===== src/aecp_pkg.sv =====
// ---------------------------------------------------------------------------
// Shared constants of the event counter pair.
// ---------------------------------------------------------------------------
package aecp_pkg;

	// Register bus geometry.
	localparam int ADDR_W = 3;
	localparam int DATA_W = 8;

	// Register offsets on the plain register port.
	localparam logic [ADDR_W-1:0] OFS_CTRL_STATUS = 3'h0;
	localparam logic [ADDR_W-1:0] OFS_COUNT_HIGH  = 3'h1;
	localparam logic [ADDR_W-1:0] OFS_COUNT_LOW   = 3'h2;
	localparam logic [ADDR_W-1:0] OFS_CLOCK_SEL   = 3'h3;
	localparam logic [ADDR_W-1:0] OFS_EDGE_SEL    = 3'h4;
	localparam logic [ADDR_W-1:0] OFS_IRQ_STATUS  = 3'h5;
	localparam logic [ADDR_W-1:0] OFS_IRQ_MASK    = 3'h6;

	// Control/status field positions.
	localparam int CS_HIGH_OVF    = 7;
	localparam int CS_LOW_OVF     = 6;
	localparam int CS_RESERVED    = 5;
	localparam int CS_SPLIT       = 4;
	localparam int CS_HIGH_CUE    = 3;
	localparam int CS_LOW_CUE     = 2;
	localparam int CS_HIGH_RUN    = 1;
	localparam int CS_LOW_RUN     = 0;
	localparam logic [5:0] CS_PLAIN_MASK = 6'h3F;

	// Clock select fields: [3:2] high half, [1:0] low half.
	localparam int CK_HIGH_LSB = 2;
	localparam int CK_LOW_LSB  = 0;

	// Edge select fields: [3:2] high pin, [1:0] low pin, bit 4 gate source.
	localparam int EG_HIGH_LSB  = 2;
	localparam int EG_LOW_LSB   = 0;
	localparam int EG_GATE_WAVE = 4;
	localparam logic [4:0] EG_MASK = 5'h1F;

	// Interrupt status and mask: bit 0 is the counter request.
	localparam int IRQ_COUNTER = 0;

	// Reset values.
	localparam logic [7:0] RST_BYTE = 8'h00;

	// Clock source codes.
	typedef enum logic [1:0]
	{
		AECP_SRC_PIN  = 2'b00,
		AECP_SRC_DIV2 = 2'b01,
		AECP_SRC_DIV4 = 2'b10,
		AECP_SRC_DIV8 = 2'b11
	} aecp_src_t;

	// Edge sense codes.
	typedef enum logic [1:0]
	{
		AECP_EDGE_FALL = 2'b00,
		AECP_EDGE_RISE = 2'b01,
		AECP_EDGE_BOTH = 2'b10,
		AECP_EDGE_NONE = 2'b11
	} aecp_edge_t;

endpackage


===== src/aecp_top.sv =====
`timescale 1ns/1ps
// Function
// - High overflow flag sets on high wrap.
// - Low overflow flag sets only in split mode.
// - Flag clears by zero write after read-one.
// - Writing one to flags does nothing.
// - Split bit: one 16-bit or two 8-bit.
// - High count-up enable gates high events.
// - Low count-up enable gates low events.
// - High reset-control zero holds high cleared.
// - Low reset-control zero holds low cleared.
// - High counter is read-only, resets zero.
// - High source: pin, divided clock, low carry.
// - High counter is upper byte when joined.
// - Low source: pin or divided clock.
// - Joined count wraps to zero, sets high flag.
// - Any overflow raises the interrupt request.
// - Counting only while selected gate is high.
// - Edge selector picks falling, rising or both.
module aecp_top
#(
	parameter int CNT_W = 8,
	parameter int PRE_W = 3
)
(
	input  wire logic                       mclk,
	input  wire logic                       resetn,
	input  wire logic                       clk_en,
	input  wire logic [aecp_pkg::ADDR_W-1:0] reg_addr,
	input  wire logic [aecp_pkg::DATA_W-1:0] reg_wdata,
	input  wire logic                       reg_wr,
	input  wire logic                       reg_rd,
	output logic      [aecp_pkg::DATA_W-1:0] reg_rdata,
	output logic                            irq,
	input  wire logic                       high_event_pin,
	input  wire logic                       low_event_pin,
	input  wire logic                       external_gate_pin,
	input  wire logic                       internal_gate_waveform
);

	// ---------------------------------------------------------------------
	// Elaboration checks.
	// ---------------------------------------------------------------------

	// The counters sit in byte-wide registers and the divider taps reach /8.
	if (CNT_W != aecp_pkg::DATA_W)
	begin : g_bad_cnt
		$error("Counter width must equal the register data width.");
	end
	if (PRE_W < 3)
	begin : g_bad_pre
		$error("Prescaler must be at least three bits wide.");
	end

	// ---------------------------------------------------------------------
	// Helper functions.
	// ---------------------------------------------------------------------

	// Turns a filtered level change into an event per the edge code.
	function automatic logic edge_hit(input logic [1:0] code,
		input logic prev, input logic cur);
		logic rise;
		logic fall;
		rise = ~prev & cur;
		fall = prev & ~cur;
		case (code)
			aecp_pkg::AECP_EDGE_FALL: edge_hit = fall;
			aecp_pkg::AECP_EDGE_RISE: edge_hit = rise;
			aecp_pkg::AECP_EDGE_BOTH: edge_hit = rise | fall;
			default:                  edge_hit = 1'b0;
		endcase
	endfunction

	// Picks the pin event or one of the divided system clock ticks.
	function automatic logic src_hit(input logic [1:0] code,
		input logic pin_ev, input logic [PRE_W-1:0] pre);
		case (code)
			aecp_pkg::AECP_SRC_PIN:  src_hit = pin_ev;
			aecp_pkg::AECP_SRC_DIV2: src_hit = &pre[0:0];
			aecp_pkg::AECP_SRC_DIV4: src_hit = &pre[1:0];
			default:                 src_hit = &pre[2:0];
		endcase
	endfunction

	// ---------------------------------------------------------------------
	// Pin synchronisers.
	// ---------------------------------------------------------------------

	localparam int NPIN = 3;                 // High, low, gate pins.
	logic [NPIN-1:0] pin_raw;               // Raw asynchronous pins.
	logic [NPIN-1:0] s1_q;                  // First stage, read by s2 only.
	logic [NPIN-1:0] s2_q;                  // Second stage.
	logic [NPIN-1:0] s3_q;                  // Third stage.
	logic [NPIN-1:0] lvl_q;                 // Accepted pin level.
	logic [NPIN-1:0] lvl_d;                 // Next accepted level.

	assign pin_raw = {external_gate_pin, low_event_pin, high_event_pin};

	// A change is accepted only when stages two and three agree, which
	// keeps a metastable settle from producing two events.
	genvar gi;
	for (gi = 0; gi < NPIN; gi++)
	begin : g_sync
		assign lvl_d[gi] = (s2_q[gi] == s3_q[gi]) ? s3_q[gi] : lvl_q[gi];
	end

	// Register the synchroniser chain; reset settles all to low.
	always_ff @(posedge mclk or negedge resetn)
	begin
		if (!resetn)
		begin
			s1_q  <= '0;
			s2_q  <= '0;
			s3_q  <= '0;
			lvl_q <= '0;
		end
		else if (clk_en)
		begin
			s1_q  <= pin_raw;
			s2_q  <= s1_q;
			s3_q  <= s2_q;
			lvl_q <= lvl_d;
		end
	end

	// ---------------------------------------------------------------------
	// Register state.
	// ---------------------------------------------------------------------

	logic [7:0]       cs_q, cs_d;             // Control/status byte.
	logic [1:0]       armed_q, armed_d;       // Flag read as one, per flag.
	logic [3:0]       cksel_q, cksel_d;       // Clock source selects.
	logic [4:0]       edge_q, edge_d;         // Edge selects and gate source.
	logic             irq_st_q, irq_st_d;     // Counter request flag.
	logic             irq_en_q, irq_en_d;     // Counter request enable.
	logic             irq_q, irq_d;           // Interrupt output register.
	logic [7:0]       rdata_q, rdata_d;       // Read data register.
	logic [CNT_W-1:0] high_q, high_d;         // High counter.
	logic [CNT_W-1:0] low_q, low_d;           // Low counter.
	logic [PRE_W-1:0] pre_q, pre_d;           // System clock prescaler.

	// ---------------------------------------------------------------------
	// Counting datapath.
	// ---------------------------------------------------------------------

	logic gate;         // Selected gate level.
	logic high_pin_ev;  // Qualified edge on the high pin.
	logic low_pin_ev;   // Qualified edge on the low pin.
	logic low_tick;     // Low counter advances this cycle.
	logic high_tick;    // High counter advances this cycle.
	logic low_wrap;     // Low counter wraps this cycle.
	logic high_wrap;    // High counter wraps this cycle.
	logic high_src;     // Source chosen for the high counter.

	always_comb
	begin
		// The gate source is the pin or the internal waveform.
		gate = edge_q[aecp_pkg::EG_GATE_WAVE] ? internal_gate_waveform
			: lvl_q[2];
		// Edge sense per pin; code 11 yields no events.
		high_pin_ev = edge_hit(edge_q[aecp_pkg::EG_HIGH_LSB +: 2],
			lvl_q[0], lvl_d[0]);
		low_pin_ev = edge_hit(edge_q[aecp_pkg::EG_LOW_LSB +: 2],
			lvl_q[1], lvl_d[1]);
		// Low half: pin or divided clock, gated, enabled, released.
		low_tick = gate & cs_q[aecp_pkg::CS_LOW_CUE]
			& cs_q[aecp_pkg::CS_LOW_RUN]
			& src_hit(cksel_q[aecp_pkg::CK_LOW_LSB +: 2], low_pin_ev,
			pre_q);
		low_wrap = low_tick & (&low_q);
		// In joined mode the low carry clocks the high half.
		high_src = cs_q[aecp_pkg::CS_SPLIT]
			? src_hit(cksel_q[aecp_pkg::CK_HIGH_LSB +: 2], high_pin_ev,
			pre_q)
			: low_wrap;
		high_tick = gate & cs_q[aecp_pkg::CS_HIGH_CUE]
			& cs_q[aecp_pkg::CS_HIGH_RUN] & high_src;
		high_wrap = high_tick & (&high_q);
		// Free-running prescaler for the divided clock taps.
		pre_d = pre_q + PRE_W'(1);
		// Each tick adds exactly one; a held reset forces zero.
		if (!cs_q[aecp_pkg::CS_LOW_RUN])
		begin
			low_d = '0;
		end
		else
		begin
			low_d = low_tick ? low_q + CNT_W'(1) : low_q;
		end
		if (!cs_q[aecp_pkg::CS_HIGH_RUN])
		begin
			high_d = '0;
		end
		else
		begin
			// The joined count wraps FFFF to 0000 and keeps going.
			high_d = high_tick ? high_q + CNT_W'(1) : high_q;
		end
	end

	// ---------------------------------------------------------------------
	// Register port and flags.
	// ---------------------------------------------------------------------

	logic wr_cs;  // Write to the control/status byte.
	logic rd_cs;  // Read of the control/status byte.
	logic set_h;  // High flag set event.
	logic set_l;  // Low flag set event.

	always_comb
	begin
		wr_cs = reg_wr && (reg_addr == aecp_pkg::OFS_CTRL_STATUS);
		rd_cs = reg_rd && (reg_addr == aecp_pkg::OFS_CTRL_STATUS);
		set_h = high_wrap;
		set_l = low_wrap & cs_q[aecp_pkg::CS_SPLIT];
		cs_d     = cs_q;
		armed_d  = armed_q;
		cksel_d  = cksel_q;
		edge_d   = edge_q;
		irq_st_d = irq_st_q;
		irq_en_d = irq_en_q;
		rdata_d  = aecp_pkg::RST_BYTE;
		// Plain control bits, reserved bit included, take the write.
		if (wr_cs)
		begin
			cs_d[5:0] = reg_wdata[5:0] & aecp_pkg::CS_PLAIN_MASK;
		end
		// A zero clears a flag only if it was read as one; ones are
		// ignored, and any write to the byte disarms.
		if (wr_cs && armed_q[1] && !reg_wdata[aecp_pkg::CS_HIGH_OVF])
		begin
			cs_d[aecp_pkg::CS_HIGH_OVF] = 1'b0;
		end
		if (wr_cs && armed_q[0] && !reg_wdata[aecp_pkg::CS_LOW_OVF])
		begin
			cs_d[aecp_pkg::CS_LOW_OVF] = 1'b0;
		end
		if (wr_cs)
		begin
			armed_d = 2'b00;
		end
		else if (rd_cs)
		begin
			armed_d = armed_q | {cs_q[aecp_pkg::CS_HIGH_OVF],
				cs_q[aecp_pkg::CS_LOW_OVF]};
		end
		// A new overflow wins over a clear in the same cycle.
		if (set_h)
		begin
			cs_d[aecp_pkg::CS_HIGH_OVF] = 1'b1;
		end
		if (set_l)
		begin
			cs_d[aecp_pkg::CS_LOW_OVF] = 1'b1;
		end
		// Decode the remaining writes; counters ignore writes.
		if (reg_wr && reg_addr == aecp_pkg::OFS_CLOCK_SEL)
		begin
			cksel_d = reg_wdata[3:0];
		end
		else if (reg_wr && reg_addr == aecp_pkg::OFS_EDGE_SEL)
		begin
			edge_d = reg_wdata[4:0] & aecp_pkg::EG_MASK;
		end
		else if (reg_wr && reg_addr == aecp_pkg::OFS_IRQ_STATUS)
		begin
			// Write one to clear.
			if (reg_wdata[aecp_pkg::IRQ_COUNTER])
			begin
				irq_st_d = 1'b0;
			end
		end
		else if (reg_wr && reg_addr == aecp_pkg::OFS_IRQ_MASK)
		begin
			irq_en_d = reg_wdata[aecp_pkg::IRQ_COUNTER];
		end
		// Any overflow requests an interrupt; set beats clear.
		if (set_h || set_l)
		begin
			irq_st_d = 1'b1;
		end
		irq_d = irq_st_d & irq_en_d;
		// Read data stands in the cycle after the strobe only.
		if (reg_rd && reg_addr == aecp_pkg::OFS_CTRL_STATUS)
		begin
			rdata_d = cs_q;
		end
		else if (reg_rd && reg_addr == aecp_pkg::OFS_COUNT_HIGH)
		begin
			rdata_d = high_q;
		end
		else if (reg_rd && reg_addr == aecp_pkg::OFS_COUNT_LOW)
		begin
			rdata_d = low_q;
		end
		else if (reg_rd && reg_addr == aecp_pkg::OFS_CLOCK_SEL)
		begin
			rdata_d = {4'h0, cksel_q};
		end
		else if (reg_rd && reg_addr == aecp_pkg::OFS_EDGE_SEL)
		begin
			rdata_d = {3'h0, edge_q};
		end
		else if (reg_rd && reg_addr == aecp_pkg::OFS_IRQ_STATUS)
		begin
			rdata_d = {7'h00, irq_st_q};
		end
		else if (reg_rd && reg_addr == aecp_pkg::OFS_IRQ_MASK)
		begin
			rdata_d = {7'h00, irq_en_q};
		end
	end

	// ---------------------------------------------------------------------
	// State registers.
	// ---------------------------------------------------------------------

	// All state freezes while the clock enable is low.
	always_ff @(posedge mclk or negedge resetn)
	begin
		if (!resetn)
		begin
			cs_q     <= aecp_pkg::RST_BYTE;
			armed_q  <= 2'h0;
			cksel_q  <= 4'h0;
			edge_q   <= 5'h00;
			irq_st_q <= 1'b0;
			irq_en_q <= 1'b0;
			irq_q    <= 1'b0;
			rdata_q  <= aecp_pkg::RST_BYTE;
			high_q   <= '0;
			low_q    <= '0;
			pre_q    <= '0;
		end
		else if (clk_en)
		begin
			cs_q     <= cs_d;
			armed_q  <= armed_d;
			cksel_q  <= cksel_d;
			edge_q   <= edge_d;
			irq_st_q <= irq_st_d;
			irq_en_q <= irq_en_d;
			irq_q    <= irq_d;
			rdata_q  <= rdata_d;
			high_q   <= high_d;
			low_q    <= low_d;
			pre_q    <= pre_d;
		end
	end

	assign reg_rdata = rdata_q;
	assign irq       = irq_q;

endmodule


===== config.mk =====
export PLATFORM = sky130hd
export DESIGN_NAME = aecp_top
export DESIGN_NICKNAME = d
export VERILOG_FILES = /design/src/aecp_pkg.sv /design/src/aecp_top.sv
export SDC_FILE = /design/constraint.sdc
export NUM_CORES = 1
export LEC_CHECK = 0
export ABC_AREA = 0
export BUFFER_PORTS_ARGS = -buffer_cell sky130_fd_sc_hd__buf_4
export CAP_MARGIN = 20
export CORE_MARGIN = 5
export CORE_UTILIZATION = 44
export DETAILED_ROUTE_END_ITERATION = 12
export HOLD_SLACK_MARGIN = 0.05
export PLACE_DENSITY = 0.69
export SLEW_MARGIN = 25
export SYNTH_ARGS = -nofsm -noshare
export SYNTH_HDL_FRONTEND = slang
export SYNTH_SLANG_ARGS = --single-unit
export TNS_END_PERCENT = 1

===== constraint.sdc =====
create_clock -name mclk -period 6.7 [get_ports mclk]
set_input_delay 0.335 -clock mclk [delete_from_list [all_inputs] [get_ports mclk]]
set_output_delay 0.335 -clock mclk [all_outputs]
set_load 0.03 [all_outputs]

==> Yosys cells after proc, flatten, opt, wreduce, memory -nomap -nowiden <==
Index checks and enable logic that the tools add are counted.
W data, S select, Z words.
{ "word_totals": {"regBits": 61, "in_bits": 20, "output_inout_bits": 9, "word_cells": 136} }
{ "classes": {"add_sub_neg": 3, "n_eq_ne": 19, "muxes": 34, "bitwise_logic": 22, "n_reduce_logical": 40} }
{ "op_table": {"columns": ["cell", "count"], "rows": [
  ["$mux W8", 7],
  ["$mux W1", 19],
  ["$reduce_and A2 Y1", 9],
  ["$add A8 B1 Y8 const B", 2],
  ["$logic_and A1 B1 Y1", 16],
  ["$reduce_and A8 Y1", 2],
  ["$and A1 B1 Y1", 14],
  ["$pmux W1 S3", 4],
  ["$mux W5", 2],
  ["$eq A3 B3 Y1 const B", 3],
  ["$eq A2 B1 Y1 const B", 4],
  ["$eq A2 B2 Y1 const B", 4],
  ["$logic_not A2 Y1", 4],
  ["$eq A3 B2 Y1 const B", 2],
  ["$reduce_and A3 Y1", 2],
  ["$reduce_bool A2 Y1", 3],
  ["$not A1 Y1", 5],
  ["$mux W2", 2],
  ["$ne A2 B1 Y1 const B", 2],
  ["$add A3 B1 Y3 const B", 1],
  ["$eq A1 B1 Y1", 3],
  ["$eq A3 B1 Y1 const B", 1],
  ["$logic_not A3 Y1", 1],
  ["$logic_not A1 Y1", 2],
  ["3 further kinds", 4]
]} }

==> Logic depth before layout (Yosys ltp) <==
{ "logic_depth": {"depth_word": 15, "mapped_depth": 10, "depth_no_buf": 9} }

==> Least setup slack after synthesis <==
Ideal clock, no wire load.
{ "synth_timing": {"path_kind": "register to register", "from": "register lvl_q[0]", "to": "register irq_st_q", "setup_ps": 122, "t_arrival_ps": 2197, "required_ps": 6578, "setup_slack_ps": 4382, "path_stages_with_launch": 8, "period_less_slack_ps": 2318, "path_cell_list": "dfrtp_1 > maj3_1 > ha_1 > nor4b_1 > a2111oi_1 > a2111o_1 > o21ai_1 > a32o_1"} }
{ "synth_between": {"elab_chain_len": 11, "elab_cells_between_ends": 13} }
{ "synth_lines": {"columns": ["item", "line_no", "rtl"], "rows": [
  ["start: declaration", "aecp_top.sv:94", "logic [NPIN-1:0] lvl_q;"],
  ["start signal: assignment", "aecp_top.sv:122", "lvl_q <= lvl_d;"],
  ["$mux W1 *", "aecp_top.sv:104", "assign lvl_d[gi] = (s2_q[gi] == s3_q[gi]) ? s3_q[gi] : lvl_q[gi];"],
  ["named net lvl_d[0]", "aecp_top.sv:95", "logic [NPIN-1:0] lvl_d;"],
  ["$not A1 Y1", "aecp_top.sv:65", "fall = prev & ~cur;"],
  ["$and A1 B1 Y1", "aecp_top.sv:65", null],
  ["$or A1 B1 Y1", "aecp_top.sv:69", "aecp_pkg::AECP_EDGE_BOTH: edge_hit = rise | fall;"],
  ["$pmux W1 S3 *", "aecp_top.sv:66", "case (code)"],
  ["$pmux W1 S3 *", "aecp_top.sv:77", "case (code)"],
  ["$mux W1 *", "aecp_top.sv:173", "? src_hit(cksel_q[aecp_pkg::CK_HIGH_LSB +: 2], high_pin_ev,"],
  ["$and A1 B1 Y1 *", "aecp_top.sv:177", "& cs_q[aecp_pkg::CS_HIGH_RUN] & high_src;"],
  ["$and A1 B1 Y1 *", "aecp_top.sv:178", "high_wrap = high_tick & (&high_q);"],
  ["$logic_or A1 B1 Y1 *", "aecp_top.sv:278", "if (set_h || set_l)"],
  ["$mux W1 *", "aecp_top.sv:278", null],
  ["end signal: assignment", "aecp_top.sv:341", "irq_st_q <= irq_st_d;"],
  ["end: declaration", "aecp_top.sv:134", "logic irq_st_q, irq_st_d;"]
]} }
Mark *: on every way through the listed nets, which the timed path passes. The rest lies on a longest branch.
A chain may end at the register's enable or synchronous reset.

==> Worst setup path in the final report <==
Same ends and word-level chain as after synthesis.

==> reports/qor.txt <==
FLOORPLANNING
-----------------------------------------------------------------------------------------
Starting utilization of the core area                                               44.5%
# rows                                                                                 32
Core outline area                                                            0.00761 mm^2
Total die area                                                               0.00954 mm^2
I/O pin count                                                                          29
Die X                                                                             97.7 um
Floorplan die height                                                              97.7 um

SYNTHESIS
-----------------------------------------------------------------------------------------
Number of nets produced by synthesis                                                  371
Number of library cell types mapped by synthesis                                       60
Synthesized-area fraction occupied by xor and xnor cells                           0.259%
Number of instances in the synthesized netlist                                        344
Proportion of register bits with asynchronous set or reset after synthesis           100%
Simple logic cell fraction of the synthesized area                                  19.4%
Post-synthesis register bit count                                                      61
Cell type contributing the most total cell area after synthesis                   dfrtp_1
Multiplexer share of the synthesized area                                           10.5%
Top flip-flop cell by instance count after synthesis                              dfrtp_1
Combinational family with the most area after synthesis                      simple AND/OR/NAND/NOR gates
Post-Synth Adder-Cell Area                                                          2.89%
Synth Cell Area                                                              0.00338 mm^2
Most repeated cell in the gate-level netlist after synthesis                      dfrtp_1
Warnings, synthesis                                                                     0
Complex-gate fraction of the synthesized area                                       18.2%
Syn avg cell area                                                               9.83 um^2
Post-synth top cells                                                         61 x dfrtp_1, 39 x nand2_1, 27 x nor2_1, 21 x o21ai_0
Area contributors post-synth                                                 dfrtp_1 45%, mux2_2 6.7%, nand2_1 4.3%
Share of the yosys chip area belonging to registers                                 45.1%
Number of enable flip-flop cells after synthesis                                        0
Fraction of post-synthesis cell area in the top cell type by area                   45.1%

POWER
-----------------------------------------------------------------------------------------
Power density normalized to cell area                                         271 mW/mm^2
Power consumption                                                                 1.05 mW
Leakage                                                                           1.74 nW
Max IR drop VDD                                                                  0.151 mV

ROUTE
-----------------------------------------------------------------------------------------
Post-DR wirelength/cell                                                           17.0 um
Uppermost layer routed                                                               met4
Number of routed nets with antenna violations                                           0
Average vias per placed instance                                                     5.68
Met2 Routed Length                                                                3750 um
Routed length on met3                                                              351 um
Wire length on met1                                                               3810 um
Total via count in the routed design                                                 2699
DRC violation total after the first TritonRoute iteration                             213
Total wire length                                                                 8080 um
Number of detailed-routing iterations run before antenna repair                         4
Post-route DRC violation count                                                          0

TIMING
-----------------------------------------------------------------------------------------
Minimum clock period after layout                                                 2.69 ns
Count of final setup violators                                                          0
Max Slew Vio Count                                                                      0
Setup slack of the critical path after layout                                     4.01 ns
Setup TNS                                                                            0 ns
Number of hold violations in the final report                                           0
Highest attainable clock frequency                                                372 MHz
WHS                                                                             0.0829 ns
Post-route clock period utilization                                                 40.1%
Setup repair after global routing missed its margin                                 false
Worst max-slew margin expressed relative to the limit                               48.0%
Worst Tran Pin Value                                                             0.780 ns
Clock skew                                                                     0.00950 ns

CELLS AND AREA
-----------------------------------------------------------------------------------------
Area Overhead vs Synth                                                              15.0%
Total inserted antenna cells                                                            0
Fraction of final layout cells sized beyond drive strength 1                        20.9%
Post-layout nets                                                                      395
Final core utilization                                                              51.1%

SETUP PATH
-----------------------------------------------------------------------------------------
Critical Path Sink Type                                                          register
Signal arrival time at the worst endpoint                                         2.90 ns
Highest net fanout along the worst path                                                 3
Critical path class                                                            reg -> reg
Startpoint types                                                                 register
Critical path required time                                                       6.92 ns

CTS
-----------------------------------------------------------------------------------------
Cell at the root of the clock tree                                               clkbuf_8
TritonCTS Buffers                                                                       9
Count of clock tree sinks                                                              61
Post-CTS Setup Bufs                                                                     0
Largest buffer count on any clock path                                                  2
CTS tree                                                                             done
Number of H-tree levels                                                                 3
CTS Hold Buffers Added                                                                  0
Cts repair resizes                                                                      0
Clock transition at path regs                                                     0.07 ns
Clock latency of the later-clocked register in the worst-skew pair                0.33 ns

GLOBAL ROUTE
-----------------------------------------------------------------------------------------
Leftover overflow at the end of global routing                                          0
Antenna violations before repair                                                        0
Via count of the first global-routing pass                                           2674
Global-route wire length before repair                                           13700 um
Largest net degree at the start of global routing                                      62
Overall routing resource usage                                                      17.5%

PLACE
-----------------------------------------------------------------------------------------
Detailed placement HPWL                                                           5630 um
Quantity of I/O buffers inserted on ports                                              28
Worst setup slack before clock tree synthesis                                     4.14 ns
GPL Wtd Cong                                                                        0.897

FLOW RUN
-----------------------------------------------------------------------------------------
Max-capacitance violation count                                                         0

STATUS
-----------------------------------------------------------------------------------------
Outcome                                                                      finished clean

HOLD PATH
-----------------------------------------------------------------------------------------
Worst hold-check path type                                                    in -> async

registers in the layout, summed over array words and instances, names as in the netlist:
| name | count |
|---|---|
| cksel_q | 4 |
| pre_q | 3 |
| high_q | 8 |
| irq | 1 |
| armed_q | 2 |
| cs_q | 8 |
| lvl_q | 3 |
| edge_q | 5 |
| s2_q | 3 |
| irq_st_q | 1 |
| low_q | 8 |
| reg_rdata | 8 |
| irq_en_q | 1 |
| s1_q | 3 |
| s3_q | 3 |
per-stage QoR:
stage | cell area, um^2 | cells
detailed placement | 3670 | 459
CTS | 3890 | 475
global placement | 3670 | 459
finish | 3890 | 475
global route | 3890 | 475
floorplan | 3380 | 344
layout make-up:
class	count	area [um^2]
Clock buffer	9	124
Timing Repair Buffer	30	225
Fill cell	715	3720
Inverter	14	52.6
Sequential cell	61	1530
Tap cell	102	128
Clock inverter	7	98.8
Multi-Input combinational cell	252	1740
cell families (layout without fill, tap and decap cells):
logic type | Yosys count | count (layout)
AOI/OAI and AO/OA | 84 | 84
muxes | 33 | 33
buffers and inverters | 31 | 60
and+or+nand+nor | 126 | 126
adders and majority gates | 8 | 8
DFF | 61 | 61
xor gates and xnor gates | 1 | 1
cell usage in the layout (no fill, tap or decap), types with 3 or more instances in the layout:
master / synthesis / layout
a21oi_1: 20 / 20
o31ai_1: 3 / 3
clkbuf_8: 0 / 9
nand4_1: 11 / 11
a22o_1: 5 / 5
nand2b_1: 4 / 4
dfrtp_1: 61 / 61
ha_1: 7 / 7
and3_1: 12 / 12
nor2_1: 27 / 27
buf_4: 0 / 30
nor2b_1: 5 / 5
o2bb2ai_1: 4 / 4
a221oi_1: 3 / 3
o21ai_0: 21 / 21
nand3b_1: 7 / 7
a31oi_1: 3 / 3
nand2_1: 39 / 39
mux2_2: 20 / 20
inv_1: 13 / 13
and2_1: 3 / 3
mux2i_1: 12 / 12
nand3_1: 8 / 8
path summary, 6_finish.rpt:
check                                         start                       end  slack, ns  cells after the start
hold / removal                               resetn       cs_q[5]$_DFFE_PN0P_       0.08                      1
setup reg to reg               lvl_q[0]$_DFFE_PN0P_      irq_st_q$_DFFE_PN0P_       4.01                      7
max in group asynchronous                    resetn  reg_rdata[7]$_DFFE_PN0P_       6.11                      1
setup / recovery               lvl_q[0]$_DFFE_PN0P_      irq_st_q$_DFFE_PN0P_       4.01                      7
hold reg to reg            reg_rdata[5]$_DFFE_PN0P_  reg_rdata[5]$_DFFE_PN0P_       0.49                      1
min in group mclk                      reg_wdata[5]       cs_q[5]$_DFFE_PN0P_       0.19                      3
power by group:
| part | internal [mW] | switching (mW) |
|---|---|---|
| Clock | 0.211 | 0.153 |
| Combinational | 0.0942 | 0.122 |
| Sequential | 0.417 | 0.0545 |
per-layer routing:
layer | up-vias | global-route usage [%]
li1 | 1306 | -
met1 | 1302 | 25.6
met2 | 73 | 26.3
met3 | 18 | 2.94
met4 | 0 | 5.86
met5 | - | 0
worst max-delay path, stage by stage, from the launching register on:
cell	delay, ns
dfrtp_1	0.40
maj3_1	0.40
ha_1	0.30
nor4b_1	0.05
a2111oi_1	0.63
a2111o_1	0.35
o21ai_1	0.16
a32o_1	0.29
(Power assumes the default switching activity.)
